**src/rtl/tdc_map.svh**
```systemverilog
// Register addresses, field positions, reset values and timing figures of the timer.
// Assumes inclusion by the timer module, the property module and the bench only.
`ifndef TDC_MAP_SVH
`define TDC_MAP_SVH

`define TDC_ADDR_CTRL       32'h50004000
`define TDC_ADDR_CAPCFG     32'h50004004
`define TDC_ADDR_STATUS     32'h50004008
`define TDC_ADDR_RES1       32'h5000400c
`define TDC_ADDR_RES2       32'h50004010
`define TDC_ADDR_CLEAR      32'h50004014

`define TDC_CTRL_RESET      17'h00000
`define TDC_CAPCFG_RESET    28'h0000000

`define TDC_CTRL_GATE       16
`define TDC_CTRL_SRC        15
`define TDC_CTRL_WRAPMAX    14
`define TDC_CTRL_IRQEN      13
`define TDC_CTRL_DOWN       12
`define TDC_CTRL_RUN        11

`define TDC_CAP_STRIDE      14
`define TDC_CAP_STAMP       13
`define TDC_CAP_PER_LSB     7
`define TDC_CAP_IRQEN       6
`define TDC_CAP_MODE        5
`define TDC_CAP_FALL        4
`define TDC_CAP_PIN_LSB     0

`define TDC_CNT_MAX         11'h7ff
`define TDC_PIN_FIRST       4'h1
`define TDC_PIN_LAST        4'hc
`define TDC_SYNC_CYCLES     3

`endif

```
**src/rtl/tdc_pkg.sv**
```systemverilog
// Types shared by the timer with dual capture.
// Assumes the map header sits in the include path.
package tdc_pkg;

  typedef enum logic [2:0] {
    TDC_R_CTRL,
    TDC_R_CAPCFG,
    TDC_R_STATUS,
    TDC_R_RES1,
    TDC_R_RES2,
    TDC_R_CLEAR,
    TDC_R_NONE
  } tdc_reg_t;

  typedef struct packed {
    logic [16:0]       ctrl;
    logic [27:0]       capcfg;
    logic [11:0]       pins_m;
    logic [11:0]       pins_s;
    logic              lp_m;
    logic              lp_s;
    logic              lp_d;
    logic [1:0]        in_prev;
    logic [10:0]       cnt;
    logic              tick_pend;
    logic [1:0]        pend;
    logic [1:0]        lost;
    logic [1:0][21:0]  res;
    logic [1:0][5:0]   per_cnt;
    logic [1:0][10:0]  win_cnt;
    logic [1:0]        win_act;
    logic              wr_act;
    tdc_reg_t          wr_idx;
    logic [31:0]       rdata;
  } tdc_state_t;

endpackage

```
**src/rtl/tdc_timer.sv**
```systemverilog
// Timer with two capture inputs, an AHB-Lite register slave and its pin logic.
// Assumes one clock, a synchronous high reset, asynchronous port pins and low-power
// clock, and an RTC stamp driven from logic on the same clock.
//
// What this block does
// - Counter advances only while the clock gate bit is one.
// - Source bit picks low-power clock (0) or system clock (1).
// - Counting up wraps to zero at maximum or at reload value.
// - Direction bit: zero counts up, one counts down.
// - Timer interrupt passes only while its unmask bit is set.
// - Reload field sets period; low-power path adds three sync cycles.
// - Per input, stamp bit picks counter value or RTC stamp.
// - Count mode window spans window field plus one input periods.
// - Per input, unmask bit passes capture or window-done interrupt.
// - Mode bit picks capture or count; count reports ticks minus one.
// - Edge bit picks rising (0) or falling (1) events.
// - Pin select 1 to 12 routes pins 0 to 11; others unused.
// - Event while pending sets lost flag and keeps first result.
// - Status shows pending flags for both inputs and the timer.
// - Status low bits show the live counter value.
// - Capture low field holds counter or RTC low part.
// - Capture high field holds RTC high part; unused in count mode.
// - Writing ones to clear register clears flags; it reads zero.
`timescale 1ns/100ps
`include "tdc_map.svh"

module tdc_timer
  import tdc_pkg::*;
(
  input  wire logic        clk,
  input  wire logic        sys_rst,
  input  wire logic        hsel,
  input  wire logic [31:0] haddr,
  input  wire logic [1:0]  htrans,
  input  wire logic        hwrite,
  input  wire logic [2:0]  hsize,
  input  wire logic [31:0] hwdata,
  input  wire logic        hready,
  output logic             hreadyout,
  output logic             hresp,
  output logic [31:0]      hrdata,
  input  wire logic        lp_clk,
  input  wire logic [21:0] rtc_stamp,
  input  wire logic [11:0] port_zero_pins,
  output logic             tick_irq,
  output logic [1:0]       input_irq
);

  // ****************************************************************
  // Helpers
  // ****************************************************************

  // Returns {routed, level} for one input's pin select.
  function automatic logic [1:0] pin_pick(input logic [11:0] pins, input logic [3:0] sel);
    logic [3:0] idx;
    idx = sel - `TDC_PIN_FIRST;
    if (sel >= `TDC_PIN_FIRST && sel <= `TDC_PIN_LAST) begin
      pin_pick = {1'b1, pins[idx]};
    end else begin
      pin_pick = 2'b00;
    end
  endfunction

  function automatic tdc_reg_t reg_decode(input logic [31:0] addr);
    case (addr)
      `TDC_ADDR_CTRL:   reg_decode = TDC_R_CTRL;
      `TDC_ADDR_CAPCFG: reg_decode = TDC_R_CAPCFG;
      `TDC_ADDR_STATUS: reg_decode = TDC_R_STATUS;
      `TDC_ADDR_RES1:   reg_decode = TDC_R_RES1;
      `TDC_ADDR_RES2:   reg_decode = TDC_R_RES2;
      `TDC_ADDR_CLEAR:  reg_decode = TDC_R_CLEAR;
      default:          reg_decode = TDC_R_NONE;
    endcase
  endfunction

  tdc_state_t s_q;
  tdc_state_t s_d;

  logic       run;
  logic       tick;
  logic       wrap;
  logic [10:0] limit;
  logic [2:0]  clr;
  logic        addr_ok;
  tdc_reg_t    a_idx;

  // ****************************************************************
  // Next state
  // ****************************************************************

  always_comb begin
    logic [1:0]  pk;
    logic        ev;
    logic        fire;
    logic        mode;
    logic [5:0]  per_max;
    logic [10:0] win_now;
    logic [10:0] low;
    pk      = 2'b00;
    ev      = 1'b0;
    fire    = 1'b0;
    mode    = 1'b0;
    per_max = 6'h00;
    win_now = 11'h000;
    low     = 11'h000;
    s_d     = s_q;

    // Two flip-flops on every asynchronous input before anything reads it.
    s_d.pins_m = port_zero_pins;
    s_d.pins_s = s_q.pins_m;
    s_d.lp_m   = lp_clk;
    s_d.lp_s   = s_q.lp_m;
    s_d.lp_d   = s_q.lp_s;

    run  = s_q.ctrl[`TDC_CTRL_RUN] & s_q.ctrl[`TDC_CTRL_GATE];
    // The low-power clock costs two sync stages and one edge stage.
    tick = run & (s_q.ctrl[`TDC_CTRL_SRC] | (s_q.lp_s & ~s_q.lp_d));
    limit = s_q.ctrl[`TDC_CTRL_WRAPMAX] ? `TDC_CNT_MAX : s_q.ctrl[10:0];
    wrap  = 1'b0;

    if (tick) begin
      if (s_q.ctrl[`TDC_CTRL_DOWN]) begin
        if (s_q.cnt == 11'h000) begin
          s_d.cnt = s_q.ctrl[10:0];
          wrap    = 1'b1;
        end else begin
          s_d.cnt = s_q.cnt - 11'h001;
        end
      end else if (s_q.cnt >= limit) begin
        s_d.cnt = 11'h000;
        wrap    = 1'b1;
      end else begin
        s_d.cnt = s_q.cnt + 11'h001;
      end
    end

    // Register writes land at the end of the data phase.
    clr = (s_q.wr_act && s_q.wr_idx == TDC_R_CLEAR) ? hwdata[2:0] : 3'h0;
    if (s_q.wr_act && s_q.wr_idx == TDC_R_CTRL) begin
      s_d.ctrl = hwdata[16:0];
    end
    if (s_q.wr_act && s_q.wr_idx == TDC_R_CAPCFG) begin
      s_d.capcfg = hwdata[27:0];
    end

    // A wrap in the clearing cycle keeps the flag set.
    if (clr[0]) begin
      s_d.tick_pend = 1'b0;
    end
    if (wrap) begin
      s_d.tick_pend = 1'b1;
    end

    for (int k = 0; k < 2; k++) begin
      pk      = pin_pick(s_q.pins_s, s_q.capcfg[`TDC_CAP_PIN_LSB + k*`TDC_CAP_STRIDE +: 4]);
      mode    = s_q.capcfg[`TDC_CAP_MODE + k*`TDC_CAP_STRIDE];
      per_max = s_q.capcfg[`TDC_CAP_PER_LSB + k*`TDC_CAP_STRIDE +: 6];
      s_d.in_prev[k] = pk[0];
      // A change of pin select to a pin at another level can look like an edge.
      ev = pk[1] & (s_q.in_prev[k] ^ pk[0])
         & (pk[0] ^ s_q.capcfg[`TDC_CAP_FALL + k*`TDC_CAP_STRIDE]);
      fire    = 1'b0;
      win_now = s_q.win_cnt[k] + {10'h000, tick};
      low     = s_q.capcfg[`TDC_CAP_STAMP + k*`TDC_CAP_STRIDE] ? rtc_stamp[10:0] : s_q.cnt;

      if (mode) begin
        if (s_q.win_act[k]) begin
          s_d.win_cnt[k] = win_now;
        end
        if (ev) begin
          if (!s_q.win_act[k]) begin
            s_d.win_act[k] = 1'b1;
            s_d.win_cnt[k] = 11'h000;
            s_d.per_cnt[k] = 6'h00;
          end else if (s_q.per_cnt[k] == per_max) begin
            fire           = 1'b1;
            low            = win_now - 11'h001;
            s_d.win_cnt[k] = 11'h000;
            s_d.per_cnt[k] = 6'h00;
          end else begin
            s_d.per_cnt[k] = s_q.per_cnt[k] + 6'h01;
          end
        end
      end else begin
        s_d.win_act[k] = 1'b0;
        fire           = ev;
      end

      if (clr[k+1]) begin
        s_d.pend[k] = 1'b0;
        s_d.lost[k] = 1'b0;
      end
      if (fire) begin
        if (s_d.pend[k]) begin
          s_d.lost[k] = 1'b1;
        end else begin
          s_d.pend[k] = 1'b1;
          s_d.res[k]  = {mode ? 11'h000 : rtc_stamp[21:11], low};
        end
      end
    end

    // Address phase: latch the target and prepare read data.
    addr_ok   = hsel & hready & htrans[1];
    a_idx     = reg_decode(haddr);
    s_d.wr_act = addr_ok & hwrite;
    s_d.wr_idx = a_idx;
    s_d.rdata  = 32'h00000000;
    if (addr_ok && !hwrite) begin
      case (a_idx)
        TDC_R_CTRL:   s_d.rdata = {15'h0000, s_q.ctrl};
        TDC_R_CAPCFG: s_d.rdata = {4'h0, s_q.capcfg};
        TDC_R_STATUS: s_d.rdata = {16'h0000, s_q.lost[1], s_q.lost[0], s_q.pend[1],
                                   s_q.pend[0], s_q.tick_pend, s_q.cnt};
        TDC_R_RES1:   s_d.rdata = {10'h000, s_q.res[0]};
        TDC_R_RES2:   s_d.rdata = {10'h000, s_q.res[1]};
        default:      s_d.rdata = 32'h00000000;
      endcase
    end
  end

  always_ff @(posedge clk) begin
    if (sys_rst) begin
      s_q <= '0;
    end else begin
      s_q <= s_d;
    end
  end

  // ****************************************************************
  // Outputs
  // ****************************************************************

  // The slave never stretches a transfer, so hreadyout stays high.
  assign hreadyout = 1'b1;
  assign hresp     = 1'b0;
  assign hrdata    = s_q.rdata;
  assign tick_irq  = s_q.tick_pend & s_q.ctrl[`TDC_CTRL_IRQEN];
  assign input_irq = {s_q.pend[1] & s_q.capcfg[`TDC_CAP_IRQEN + `TDC_CAP_STRIDE],
                      s_q.pend[0] & s_q.capcfg[`TDC_CAP_IRQEN]};

endmodule

```
**config.mk**
```make
export PLATFORM = sky130hd
export DESIGN_NAME = tdc_timer
export DESIGN_NICKNAME = d
export VERILOG_FILES = /design/src/rtl/tdc_pkg.sv /design/src/rtl/tdc_timer.sv
export VERILOG_INCLUDE_DIRS = /design/src /design/src/rtl
export SDC_FILE = /design/constraint.sdc
export NUM_CORES = 1
export LEC_CHECK = 0
export BUFFER_PORTS_ARGS = -buffer_cell sky130_fd_sc_hd__clkbuf_2
export CAP_MARGIN = 10
export CORE_ASPECT_RATIO = 2
export CORE_MARGIN = 4
export CORE_UTILIZATION = 45
export DETAILED_ROUTE_END_ITERATION = 10
export REMOVE_ABC_BUFFERS = 1
export SLEW_MARGIN = 30
export SYNTH_ARGS = -nofsm -noshare
export SYNTH_HDL_FRONTEND = slang
export SYNTH_SLANG_ARGS = --single-unit
```
**constraint.sdc**
```tcl
create_clock -name clk -period 3.4 [get_ports clk]
set_input_delay 0.68 -clock clk [delete_from_list [all_inputs] [get_ports clk]]
set_output_delay 0.68 -clock clk [all_outputs]
set_load 0.02 [all_outputs]
```
[Word level (Yosys, flattened, before mapping)]
Index checks and enable logic that the tools add are counted.
Storage, ports and cells
  bits in registers: 206
  bits of input ports: 109
  logic and storage cells: 157
Operators by class
  add/subtract/negate cells: 10
  $lt $le $gt $ge: 7
  eq/ne operators: 14
  mux-type cells: 61
  bitwise logic cells: 24
  reduce and logical (&&, ||, !) cells: 18
Operators with widths (number)
  $mux 11: 24
  $eq 32x31->1 const B: 6
  $pmux 28 s5: 1
  $sub 11x1->11 const B: 3
  $mux 1: 26
  $mux 6: 4
  $add 11x1->11: 2
  $pmux 3 s6: 1
  $and 1x1->1: 13
  $add 6x1->6 const B: 2
  $eq 6x6->1: 2
  $add 11x1->11 const B: 1
  $ge 11x11->1: 1
  $logic_not 11->1: 1
  $lt 4x5->1 const B: 2
  $bmux 1 s4: 2
  $ge 4x1->1 const B: 2
  $le 4x4->1 const B: 2
  $reduce_and 2->1: 4
  $sub 4x1->4 const B: 2
  $eq 3x1->1 const B: 2
  $eq 3x2->1 const B: 2
  $eq 3x3->1 const B: 2
  $logic_and 1x1->1: 6
  other kinds (9): 21

[Logic depth before layout (Yosys ltp)]
Gate-level depths: netlist (run 1).
  depth in word-level cells: 10
  depth in mapped cells: 15
  depth with buffers taken out: 14

[Worst setup path before layout (run 1)]
No wires, ideal clock.
  path type: register -> register
  from: register s_q (netlist bit s_d[134])
  to: register s_q[102] (netlist bit)
  data arrival time: 2.971 ns
  slack: 0.342 ns
  stages on the path, launching flop included: 15
  path buffers: 2
  period minus slack after synthesis: 3.058 ns
  path through: dfxtp_1 > nor2b_1 > o211ai_1 > inv_1 > clkbuf_1 > ha_1 > ha_1 > clkbuf_1 > nand2_1 > nor4bb_1 > o31ai_1 > o32ai_1 > xor2_1 > o21ai_0 > o31ai_1
On the way
  word-level cells in the longest chain between the ends: 9
Ends and longest elaborated chain
  start: declaration: RTL line tdc_timer.sv:76  | tdc_state_t s_q;
  start signal: assignment: RTL line tdc_timer.sv:224  | s_q <= '0;
  start signal: assignment: RTL line tdc_timer.sv:226  | s_q <= s_d;
  $and 1x1->1: RTL line tdc_timer.sv:117  | tick = run & (s_q.ctrl[`TDC_CTRL_SRC] | (s_q.lp_s & ~s_q.lp_d));
  $or 1x1->1: RTL line tdc_timer.sv:117
  $and 1x1->1: RTL line tdc_timer.sv:117
  net tick: RTL line tdc_timer.sv:80  | logic tick;
  $add 11x1->11: RTL line tdc_timer.sv:163  | win_now = s_q.win_cnt[k] + {10'h000, tick};
  $sub 11x1->11: RTL line tdc_timer.sv:177  | low = win_now - 11'h001;
  $mux 11: RTL line tdc_timer.sv:175  | end else if (s_q.per_cnt[k] == per_max) begin
  $mux 11: RTL line tdc_timer.sv:171  | if (!s_q.win_act[k]) begin
  $mux 11: RTL line tdc_timer.sv:170  | if (ev) begin
  $mux 11: RTL line tdc_timer.sv:166  | if (mode) begin
The timed path passes the listed nets, and every way through them passes these cells.
A chain may end at the register's enable or synchronous reset.

[Worst setup path after layout (run 1)]
  from: register s_q[162] (netlist bit)
  to: register s_q[78] (netlist bit)
On the way
  word-level cells in the longest chain between the ends: 10
Ends and longest elaborated chain
  $sub 4x1->4 (no line)
  $bmux 1 s4: RTL line tdc_timer.sv:58  | pin_pick = {1'b1, pins[idx]};
  $mux 1 (not written as such): RTL line tdc_timer.sv:58
  $mux 2 (*): RTL line tdc_timer.sv:57  | if (sel >= `TDC_PIN_FIRST && sel <= `TDC_PIN_LAST) begin
  $xor 1x1->1: RTL line tdc_timer.sv:160  | ev = pk[1] & (s_q.in_prev[k] ^ pk[0])
  $and 1x1->1: RTL line tdc_timer.sv:160
  $and 1x1->1 (*): RTL line tdc_timer.sv:160
  $mux 1: RTL line tdc_timer.sv:170
  $mux 1: RTL line tdc_timer.sv:166
  $reduce_and 2->1 (no line)
Every way passes the cells marked *; elsewhere a longest branch is shown, timed or not. The select of a mux whose other input is x is not followed.

==> impl_metrics.tcl, run 1 <==
set metrics [dict create \
    vias 10190 \
    ff_latch_area_um2 4044 \
    netlist-cell-type-count 77 \
    wirelength_um 34650 \
    cts_sinks 202 \
    finalCritPeriodShare 0.9191 \
    drtAntennaViolNets 0 \
    grt_max_degree 84 \
    setup_viol 0 \
    worstSetupPathType "reg -> reg" \
    dr.pass1.iters 6 \
    antenna_cells 0 \
    maxSlewHeadroom 0.4120 \
    fill_cells 2405 \
    wire_per_inst_um 19.97 \
    grt_pass1_wl_um 54030 \
    yosys_warnings 0 \
    hp-class "in -> reg" \
    min_period_ns 3.125 \
    core-area_um2 23820 \
    ys_seq_elements 202 \
    status "complete, no violations" \
    critPathLaunchType "flop" \
    fin_skew_ns 0.03097 \
    syn_inst 1361 \
    drtIter0Drc 813 \
    drv_slew 0 \
    synthArstFlopShare 0 \
    path_max_fanout 24 \
    synth_edf_count 0 \
    endpoint_kind "flop" \
    multi_input_area_um2 6068 \
    arrival_ns 3.56 \
    rsz0062_at_grt "no" \
    fin_total_pwr_uw 5033 \
    die-area_um2 26830 \
    root_buffer "clkbuf_16" \
    cts_buffers 20 \
    ctsHtreeMaxLevel 1 \
    cts_hold_buf 0 \
    grtUsageTotal 0.2545 \
    cellPowerDensity_nw_per_um2 408.6 \
    synth.cell_area_um2 10860 \
    max_freq_mhz 320.0 \
    p_leak_uw 0.004690 \
    ctsResizeCount 0 \
    drive_gt1_frac 0.1768 \
    die_y_um 227.7 \
    io_pins 146 \
    fin_nets 1570 \
    grt_pass1_vias 10050 \
    drt-vias-per-instance 5.873 \
    antenna_found_initial 0 \
    start_util 0.4558 \
    rows 80 \
    cts_setup_buffers 0 \
    portBuffers 131 \
    hold_viol_final 0 \
    routabilityCongestion 0.8737 \
    clk_latency_ns 0.53 \
    place_hpwl_um 25580 \
    clk_pin_slew_ns 0.07 \
    grt_overflow 0 \
    synth_area_per_cell_um2 7.978 \
    cts_buffer_depth 3 \
    tns_ns 0 \
    ys.flop_type "dfxtp_1" \
    areaGrowthSynthToFinish_pct 13.45 \
    ir_drop_mv 0.4300 \
    drc 0 \
    die_x_um 117.8 \
    worstPathRequired_ns 3.84 \
    tightest_slew_ns 0.8821 \
    ys_seq_area_frac 0.3724 \
    maxCapViolCount 0 \
    cts_tree "done" \
]
## logic make-up (layout without fill, tap and decap cells)
family / count (synthesis) / after routing / share of synthesized area
compound gates: 324 / 324 / 0.1901
xor+xnor: 52 / 52 / 0.04194
fa+ha+maj: 27 / 27 / 0.03111
buf+inv: 159 / 242 / 0.07167
flops: 202 / 202 / 0.3724
mux: 51 / 51 / 0.05439
other cells: 2 / 6 / 0.0006917
simple gates: 544 / 544 / 0.2376
## where the power goes
group          switching, uW  leakage, uW  total, uW  internal (uW)
sequential              6.04      0.00163       2390           2380
clock                   1030     0.000347       2450           1430
combinational            116      0.00271        191           74.4
total                   1150      0.00469       5030           3880
## critical path, cell delays in order, from the launching register on
cell and delay, ns:
dfxtp_1 0.39, inv_1 0.13, ha_1 0.41, mux4_2 0.38, and3_1 0.22, or4b_4 0.54, nand3b_4 0.12, and2_4 0.17
and2_4 0.38, o211ai_2 0.13, a21oi_1 0.14
## path summary, 6_finish.rpt
path | startpoint | to | slack, ns | cells past startpoint
max | s_q[162] | s_q[78] | 0.27 | 10
min reg2reg | s_d[138] | s_q[138] | 0.44 | 1
min | port_zero_pins[8] | s_d[145] | 0.35 | 2
max reg2reg | s_q[162] | s_q[78] | 0.27 | 10
## area by class of cell
class,instances,share of cell area
multi-input combinational,1004,0.4926
sequential,202,0.3283
clock buffer,22,0.04205
timing repair buffer,181,0.08390
clock inverter,14,0.01635
tap,287,0.02915
inverter,25,0.007618
## cells in the final DEF (no fill, tap or decap), types with 8 or more instances in the layout
cell       netlist  final
nand2_1        229    228
dfxtp_1        202    202
clkbuf_2         0    130
a21oi_1        128    128
nor2_1          93     93
o21ai_0         66     66
nand3_1         53     53
buf_4           36     51
mux2i_1         41     41
nor2b_1         33     33
nor3_1          33     30
xnor2_1         29     29
ha_1            27     27
inv_1           24     24
xor2_1          23     23
clkbuf_16        0     20
a222oi_1        16     16
nand3b_1        16     16
and2_1          14     14
o22ai_1         13     13
o211ai_1        11     11
and3_1          11     11
a22oi_1         10     10
or3_1            9      9
o31ai_1          8      8
nand4_1          8      8
nor4_1           8      8
## synth_stat cells (all sizes together), types with 17 or more instances
master  number  share of area
nand3b      17          0.013
buf         50          0.034
clkbuf      84          0.029
o211ai      17          0.015
nand3       53          0.024
ha          27          0.031
inv         25         0.0086
o21ai       67          0.031
xnor2       29          0.023
mux2i       41          0.038
xor2        23          0.019
dfxtp      202           0.37
nor2        94          0.033
nor2b       33          0.019
nand2      229          0.079
a21oi      130          0.061
nor3        33          0.015
## sequential cells by signal (all words and copies together) (netlist names)
name,flops
s_d,14
hrdata,28
s_q,160
## per-stage QoR
step	utilization	setup WS, ns	instances	cell area [um2]	hold slack (ns)
global route	0.5171	0.01193	1735	12320	0.3444
CTS	0.5171	0.2851	1735	12320	0.3366
floorplan	-	0.06783	1231	10190	0.4138
global placement	0.4868	0.4038	1699	11600	0.4160
finish	0.5171	0.2749	1735	12320	0.3535
detailed placement	0.4869	0.3225	1699	11600	0.4276
## layer usage
metal,up-vias,routed length (um),global-route usage
li1,4897,-,-
met1,4797,12410,0.2635
met2,378,17880,0.4777
met3,117,1778,0.03120
met4,0,2578,0.1735
met5,-,0,0
Note: power is estimated with default switching activity, not from simulation.
==> run 2: changes to the inputs <==
==> constraint.sdc (replaced) <==
create_clock -name clk -period 3.3 [get_ports clk]
set_input_delay 0.66 -clock clk [delete_from_list [all_inputs] [get_ports clk]]
set_output_delay 0.66 -clock clk [all_outputs]
set_load 0.02 [all_outputs]
==> impl_metrics.tcl, run 2 (same netlist as run 1, synthesis figures left out) <==
set metrics [dict create \
    gr-usage-met1 0.2679 \
    setup_viol 0 \
    routabilityCongestion 0.9161 \
    cts_sinks 202 \
    clk_pin_slew_ns 0.07 \
    root_buffer "clkbuf_16" \
    rsz0062_at_grt "no" \
    tightest_slew_ns 0.8323 \
    min_period_ns 3.110 \
    status "complete, no violations" \
    drtIter0Drc 748 \
    maxSlewHeadroom 0.4444 \
    p_leak_uw 0.004722 \
    crit_path_cell_trace "inv_1 > ha_1 > mux4_2 > and3_1 > or4b_4 > nand3b_4 > and2_4 > and2_4 > o211ai_2 > a21oi_2" \
    fin_nets 1573 \
    ctsHtreeMaxLevel 1 \
    grt_pass1_wl_um 53520 \
    die-area_um2 26830 \
    layout.cells.most_common "nand2_1" \
    grtUsageTotal 0.2514 \
    dr.pass1.iters 8 \
    grt_overflow 0 \
    top_usage_layer "met2" \
    timing.final.ws_setup_ns 0.1896 \
    gr-usage-met3 0.03096 \
    drc 0 \
    start_util 0.4558 \
    swShare 0.2190 \
    areaGrowthSynthToFinish_pct 13.83 \
    antenna_found_initial 0 \
    endpoint_kind "flop" \
    rows 80 \
    hold_viol_final 0 \
    hp-class "in -> reg" \
    vias 10120 \
    cpPeakStageDelay_ns 0.54 \
    drive_gt1_frac 0.1778 \
    portBuffers 131 \
    critPathLaunchType "flop" \
    largest_register_ffs 160 \
    io_pins 146 \
    multi_input_area_um2 6071 \
    antenna_cells 0 \
    layout_common_cells "nand2_1 (228), dfxtp_1 (202), clkbuf_2 (130)" \
    cellPowerDensity_nw_per_um2 420.3 \
    place_area_um2 11640 \
    maxCapViolCount 0 \
    seq_power_share 0.474 \
    fill_cells 2364 \
    wirelength_um 34310 \
    path_max_fanout 24 \
    p_int_uw 4057 \
    p_clk_frac 0.488 \
    die_x_um 117.8 \
    ff_latch_area_um2 4044 \
    ctsResizeCount 0 \
    combPwrFrac 0.038 \
    cpMostUsedCell "and2_4" \
    cts_tree "done" \
    fin_area_um2 12360 \
    power.switching_uw 1138 \
    ir_drop_mv 0.3653 \
    core-area_um2 23820 \
    worstPathRequired_ns 3.74 \
    cpMaxStageDelayCell "or4b_4" \
    place_hpwl_um 25270 \
    max_freq_mhz 321.5 \
    arrival_ns 3.55 \
    drv_slew 0 \
    drtAntennaViolNets 0 \
    fin_skew_ns 0.02660 \
    finalCritPeriodShare 0.9426 \
    grt_pass1_vias 9812 \
    drt-vias-per-instance 5.823 \
    cts_buffers 20 \
    die_y_um 227.7 \
    wire_per_inst_um 19.74 \
    regMostFlops "s_q" \
    globalRouteMet2Util 0.4688 \
    tns_ns 0 \
    clk_latency_ns 0.53 \
    cts_hold_buf 0 \
    cts_setup_buffers 0 \
    grt_max_degree 132 \
    worstSetupPathType "reg -> reg" \
    post-place-ws_ns 0.2559 \
    cts_buffer_depth 3 \
]
==> run 2: cell types whose count changed in the layout (fill, tap and decap cells not counted), sizes merged <==
cell	before	now
clkinv	7	5
clkbuf	152	157
buf	51	54
clkinvlp	2	0
inv	26	25
==> run 2: cell type report <==
cell class | count | area share
inverters | 25 | 0.007593
flip-flops and latches | 202 | 0.3272
repair buffers | 184 | 0.08645
multi-input cells | 1004 | 0.4912
clock buffers | 27 | 0.04586
well taps | 287 | 0.02905
clock inverters | 9 | 0.01265
==> run 2: final timing paths <==
path	end	cells after the start	startpoint	slack (ns)
max	s_q[72]	10	s_q[162]	0.19
min	s_d[144]	2	port_zero_pins[7]	0.34
max reg2reg	s_q[72]	10	s_q[162]	0.19
min reg2reg	s_q[138]	1	s_d[138]	0.43
==> run 2: critical path, delay by kind of cell, from the launching register on <==
family	cells	cell delay [ns]
simple gates	5	1.45
fa+ha+maj	1	0.41
flops	1	0.38
mux	1	0.38
compound gates	2	0.29
buf+inv	1	0.12
==> run 2: power groups by stage <==
stage,clock [uW],sequential [uW],combinational (uW)
2_1_floorplan,0,2510,51.7
3_3_place_gp,0,2520,196
3_5_place_dp,0,2520,197
4_1_cts,2590,2460,197
5_1_grt,2680,2460,215
6_report,2540,2460,197
==> run 2: metrics by stage <==
step / power (uW) / util / hold slack (ns) / instances
6_report: 5195 / 0.5188 / 0.3413 / 1738
3_3_place_gp: 2712 / 0.4882 / 0.4163 / 1702
2_1_floorplan: 2566 / - / 0.4138 / 1231
4_1_cts: 5249 / 0.5188 / 0.3275 / 1738
5_1_grt: 5359 / 0.5188 / 0.3406 / 1738
3_5_place_dp: 2714 / 0.4884 / 0.4239 / 1702
==> run 2: layer usage <==
| layer | part of all wire | vias to the layer above |
|---|---|---|
| li1 | - | 4907 |
| met1 | 0.37 | 4773 |
| met2 | 0.52 | 353 |
| met3 | 0.053 | 88 |
| met4 | 0.063 | 0 |
| met5 | 0 | - |
==> run 3: changes to the inputs <==
==> constraint.sdc (replaced) <==
create_clock -name clk -period 4 [get_ports clk]
set_input_delay 0.8 -clock clk [delete_from_list [all_inputs] [get_ports clk]]
set_output_delay 0.8 -clock clk [all_outputs]
set_load 0.02 [all_outputs]
==> impl_metrics.tcl, run 3 (same netlist as run 1, synthesis figures left out) <==
set metrics [dict create \
    status "complete, no violations" \
    grt_pass1_vias 9847 \
    antenna_cells 0 \
    rsz0062_at_grt "no" \
    dp.cells 1681 \
    clk_pin_slew_ns 0.06 \
    die_x_um 117.8 \
    clk_latency_ns 0.54 \
    gr-usage-met1 0.2644 \
    drv_slew 0 \
    cpMaxStageDelayCell "dfxtp_1" \
    areaGrowthSynthToFinish_pct 12.37 \
    max_freq_mhz 295.2 \
    arrival_ns 3.82 \
    drtIter0Drc 830 \
    vias 10050 \
    routabilityCongestion 0.9397 \
    die-area_um2 26830 \
    place_hpwl_um 24690 \
    regMostFlops "s_q" \
    ctsHtreeMaxLevel 1 \
    drive_gt1_frac 0.1659 \
    dr.pass1.iters 6 \
    finalCritPeriodShare 0.8468 \
    globalRouteMet2Util 0.4710 \
    path_max_fanout 24 \
    setup_viol 0 \
    tightest_slew_ns 0.8702 \
    root_buffer "clkbuf_16" \
    grt_pass1_wl_um 53140 \
    largest_register_ffs 160 \
    drt-vias-per-instance 5.855 \
    top_usage_layer "met2" \
    worstPathRequired_ns 4.44 \
    wire_per_inst_um 19.69 \
    grt_overflow 0 \
    cts_buffer_depth 3 \
    start_util 0.4558 \
    cts_hold_buf 0 \
    layout_common_cells "nand2_1 (229), dfxtp_1 (202), clkbuf_2 (130)" \
    grt_max_degree 152 \
    portBuffers 131 \
    antenna_found_initial 0 \
    ir_drop_mv 0.3230 \
    cts_setup_buffers 0 \
    gr-usage-met3 0.02972 \
    fin_nets 1552 \
    die_y_um 227.7 \
    endpoint_kind "flop" \
    tns_ns 0 \
    maxSlewHeadroom 0.4191 \
    grtUsageTotal 0.2482 \
    cellPowerDensity_nw_per_um2 349.3 \
    cpPeakStageDelay_ns 0.57 \
    io_pins 146 \
    path_delay_family "simple AND/OR/NAND/NOR gates" \
    wirelength_um 33780 \
    min_period_ns 3.387 \
    hold_viol_final 0 \
    critPathBufInv 1 \
    fin_cells 1716 \
    hp-class "reg -> reg" \
    cpMostUsedCell "and2_4" \
    layout.cells.most_common "nand2_1" \
    cts_tree "done" \
    drtAntennaViolNets 0 \
    ctsResizeCount 0 \
    cts_buffers 20 \
    fin_skew_ns 0.03190 \
    p_leak_uw 0.004610 \
    crit_path_cell_trace "inv_1 > ha_1 > mux4_2 > and3_1 > or4b_4 > nand3b_4 > and2_4 > and2_4 > nand3_1 > a21oi_1" \
    worstSetupPathType "reg -> reg" \
    critPathLaunchType "flop" \
    core-area_um2 23820 \
    maxCapViolCount 0 \
    rows 80 \
    cts_sinks 202 \
    drc 0 \
]
run 3: path summary, 6_finish.rpt:
kind | endpoint | from | slack (ns) | cells after the start
max | s_q[93] | s_q[161] | 0.61 | 10
min | s_q[144] | s_d[144] | 0.43 | 1
max reg2reg | s_q[93] | s_q[161] | 0.61 | 10
min reg2reg | s_q[144] | s_d[144] | 0.43 | 1
run 3: per-stage QoR:
stage / util / setup WS (ns) / area (um2) / hold WS [ns] / total power (uW)
3_3_place_gp: 0.4816 / 0.6437 / 11470 / 0.4153 / 2235
6_report: 0.5121 / 0.6128 / 12200 / 0.4342 / 4262
4_1_cts: 0.5121 / 0.6195 / 12200 / 0.4356 / 4294
3_5_place_dp: 0.4816 / 0.6504 / 11470 / 0.4204 / 2236
2_1_floorplan: - / 0.6678 / 10190 / 0.4138 / 2117
5_1_grt: 0.5121 / 0.3622 / 12200 / 0.4560 / 4368
run 3: cell type report:
type                    instances  area (um2)
well taps                     287       359.1
multi-input cells            1004        6066
fillers                      2336       11620
clock buffers                  28       610.6
clock inverters                 7       116.4
inverters                      25       93.84
repair buffers                163       910.9
flip-flops and latches        202        4044
run 3: worst register-to-register path, stage by stage (launching register included):
cell      delay [ns]
dfxtp_1         0.57
inv_1           0.18
ha_1            0.43
mux4_2          0.38
and3_1          0.22
or4b_4          0.54
nand3b_4        0.12
and2_4          0.18
and2_4          0.39
nand3_1         0.14
a21oi_1         0.17
run 3: layer usage:
metal	up-vias	wire length [um]
met5	-	0
met4	0	2069
met3	103	1723
met2	338	17570
met1	4739	12420
li1	4868	-
run 3: power by group:
group	switching, uW	internal [uW]
clock	865	1210
combinational	97.5	63.7
sequential	5.50	2020
total	968	3290
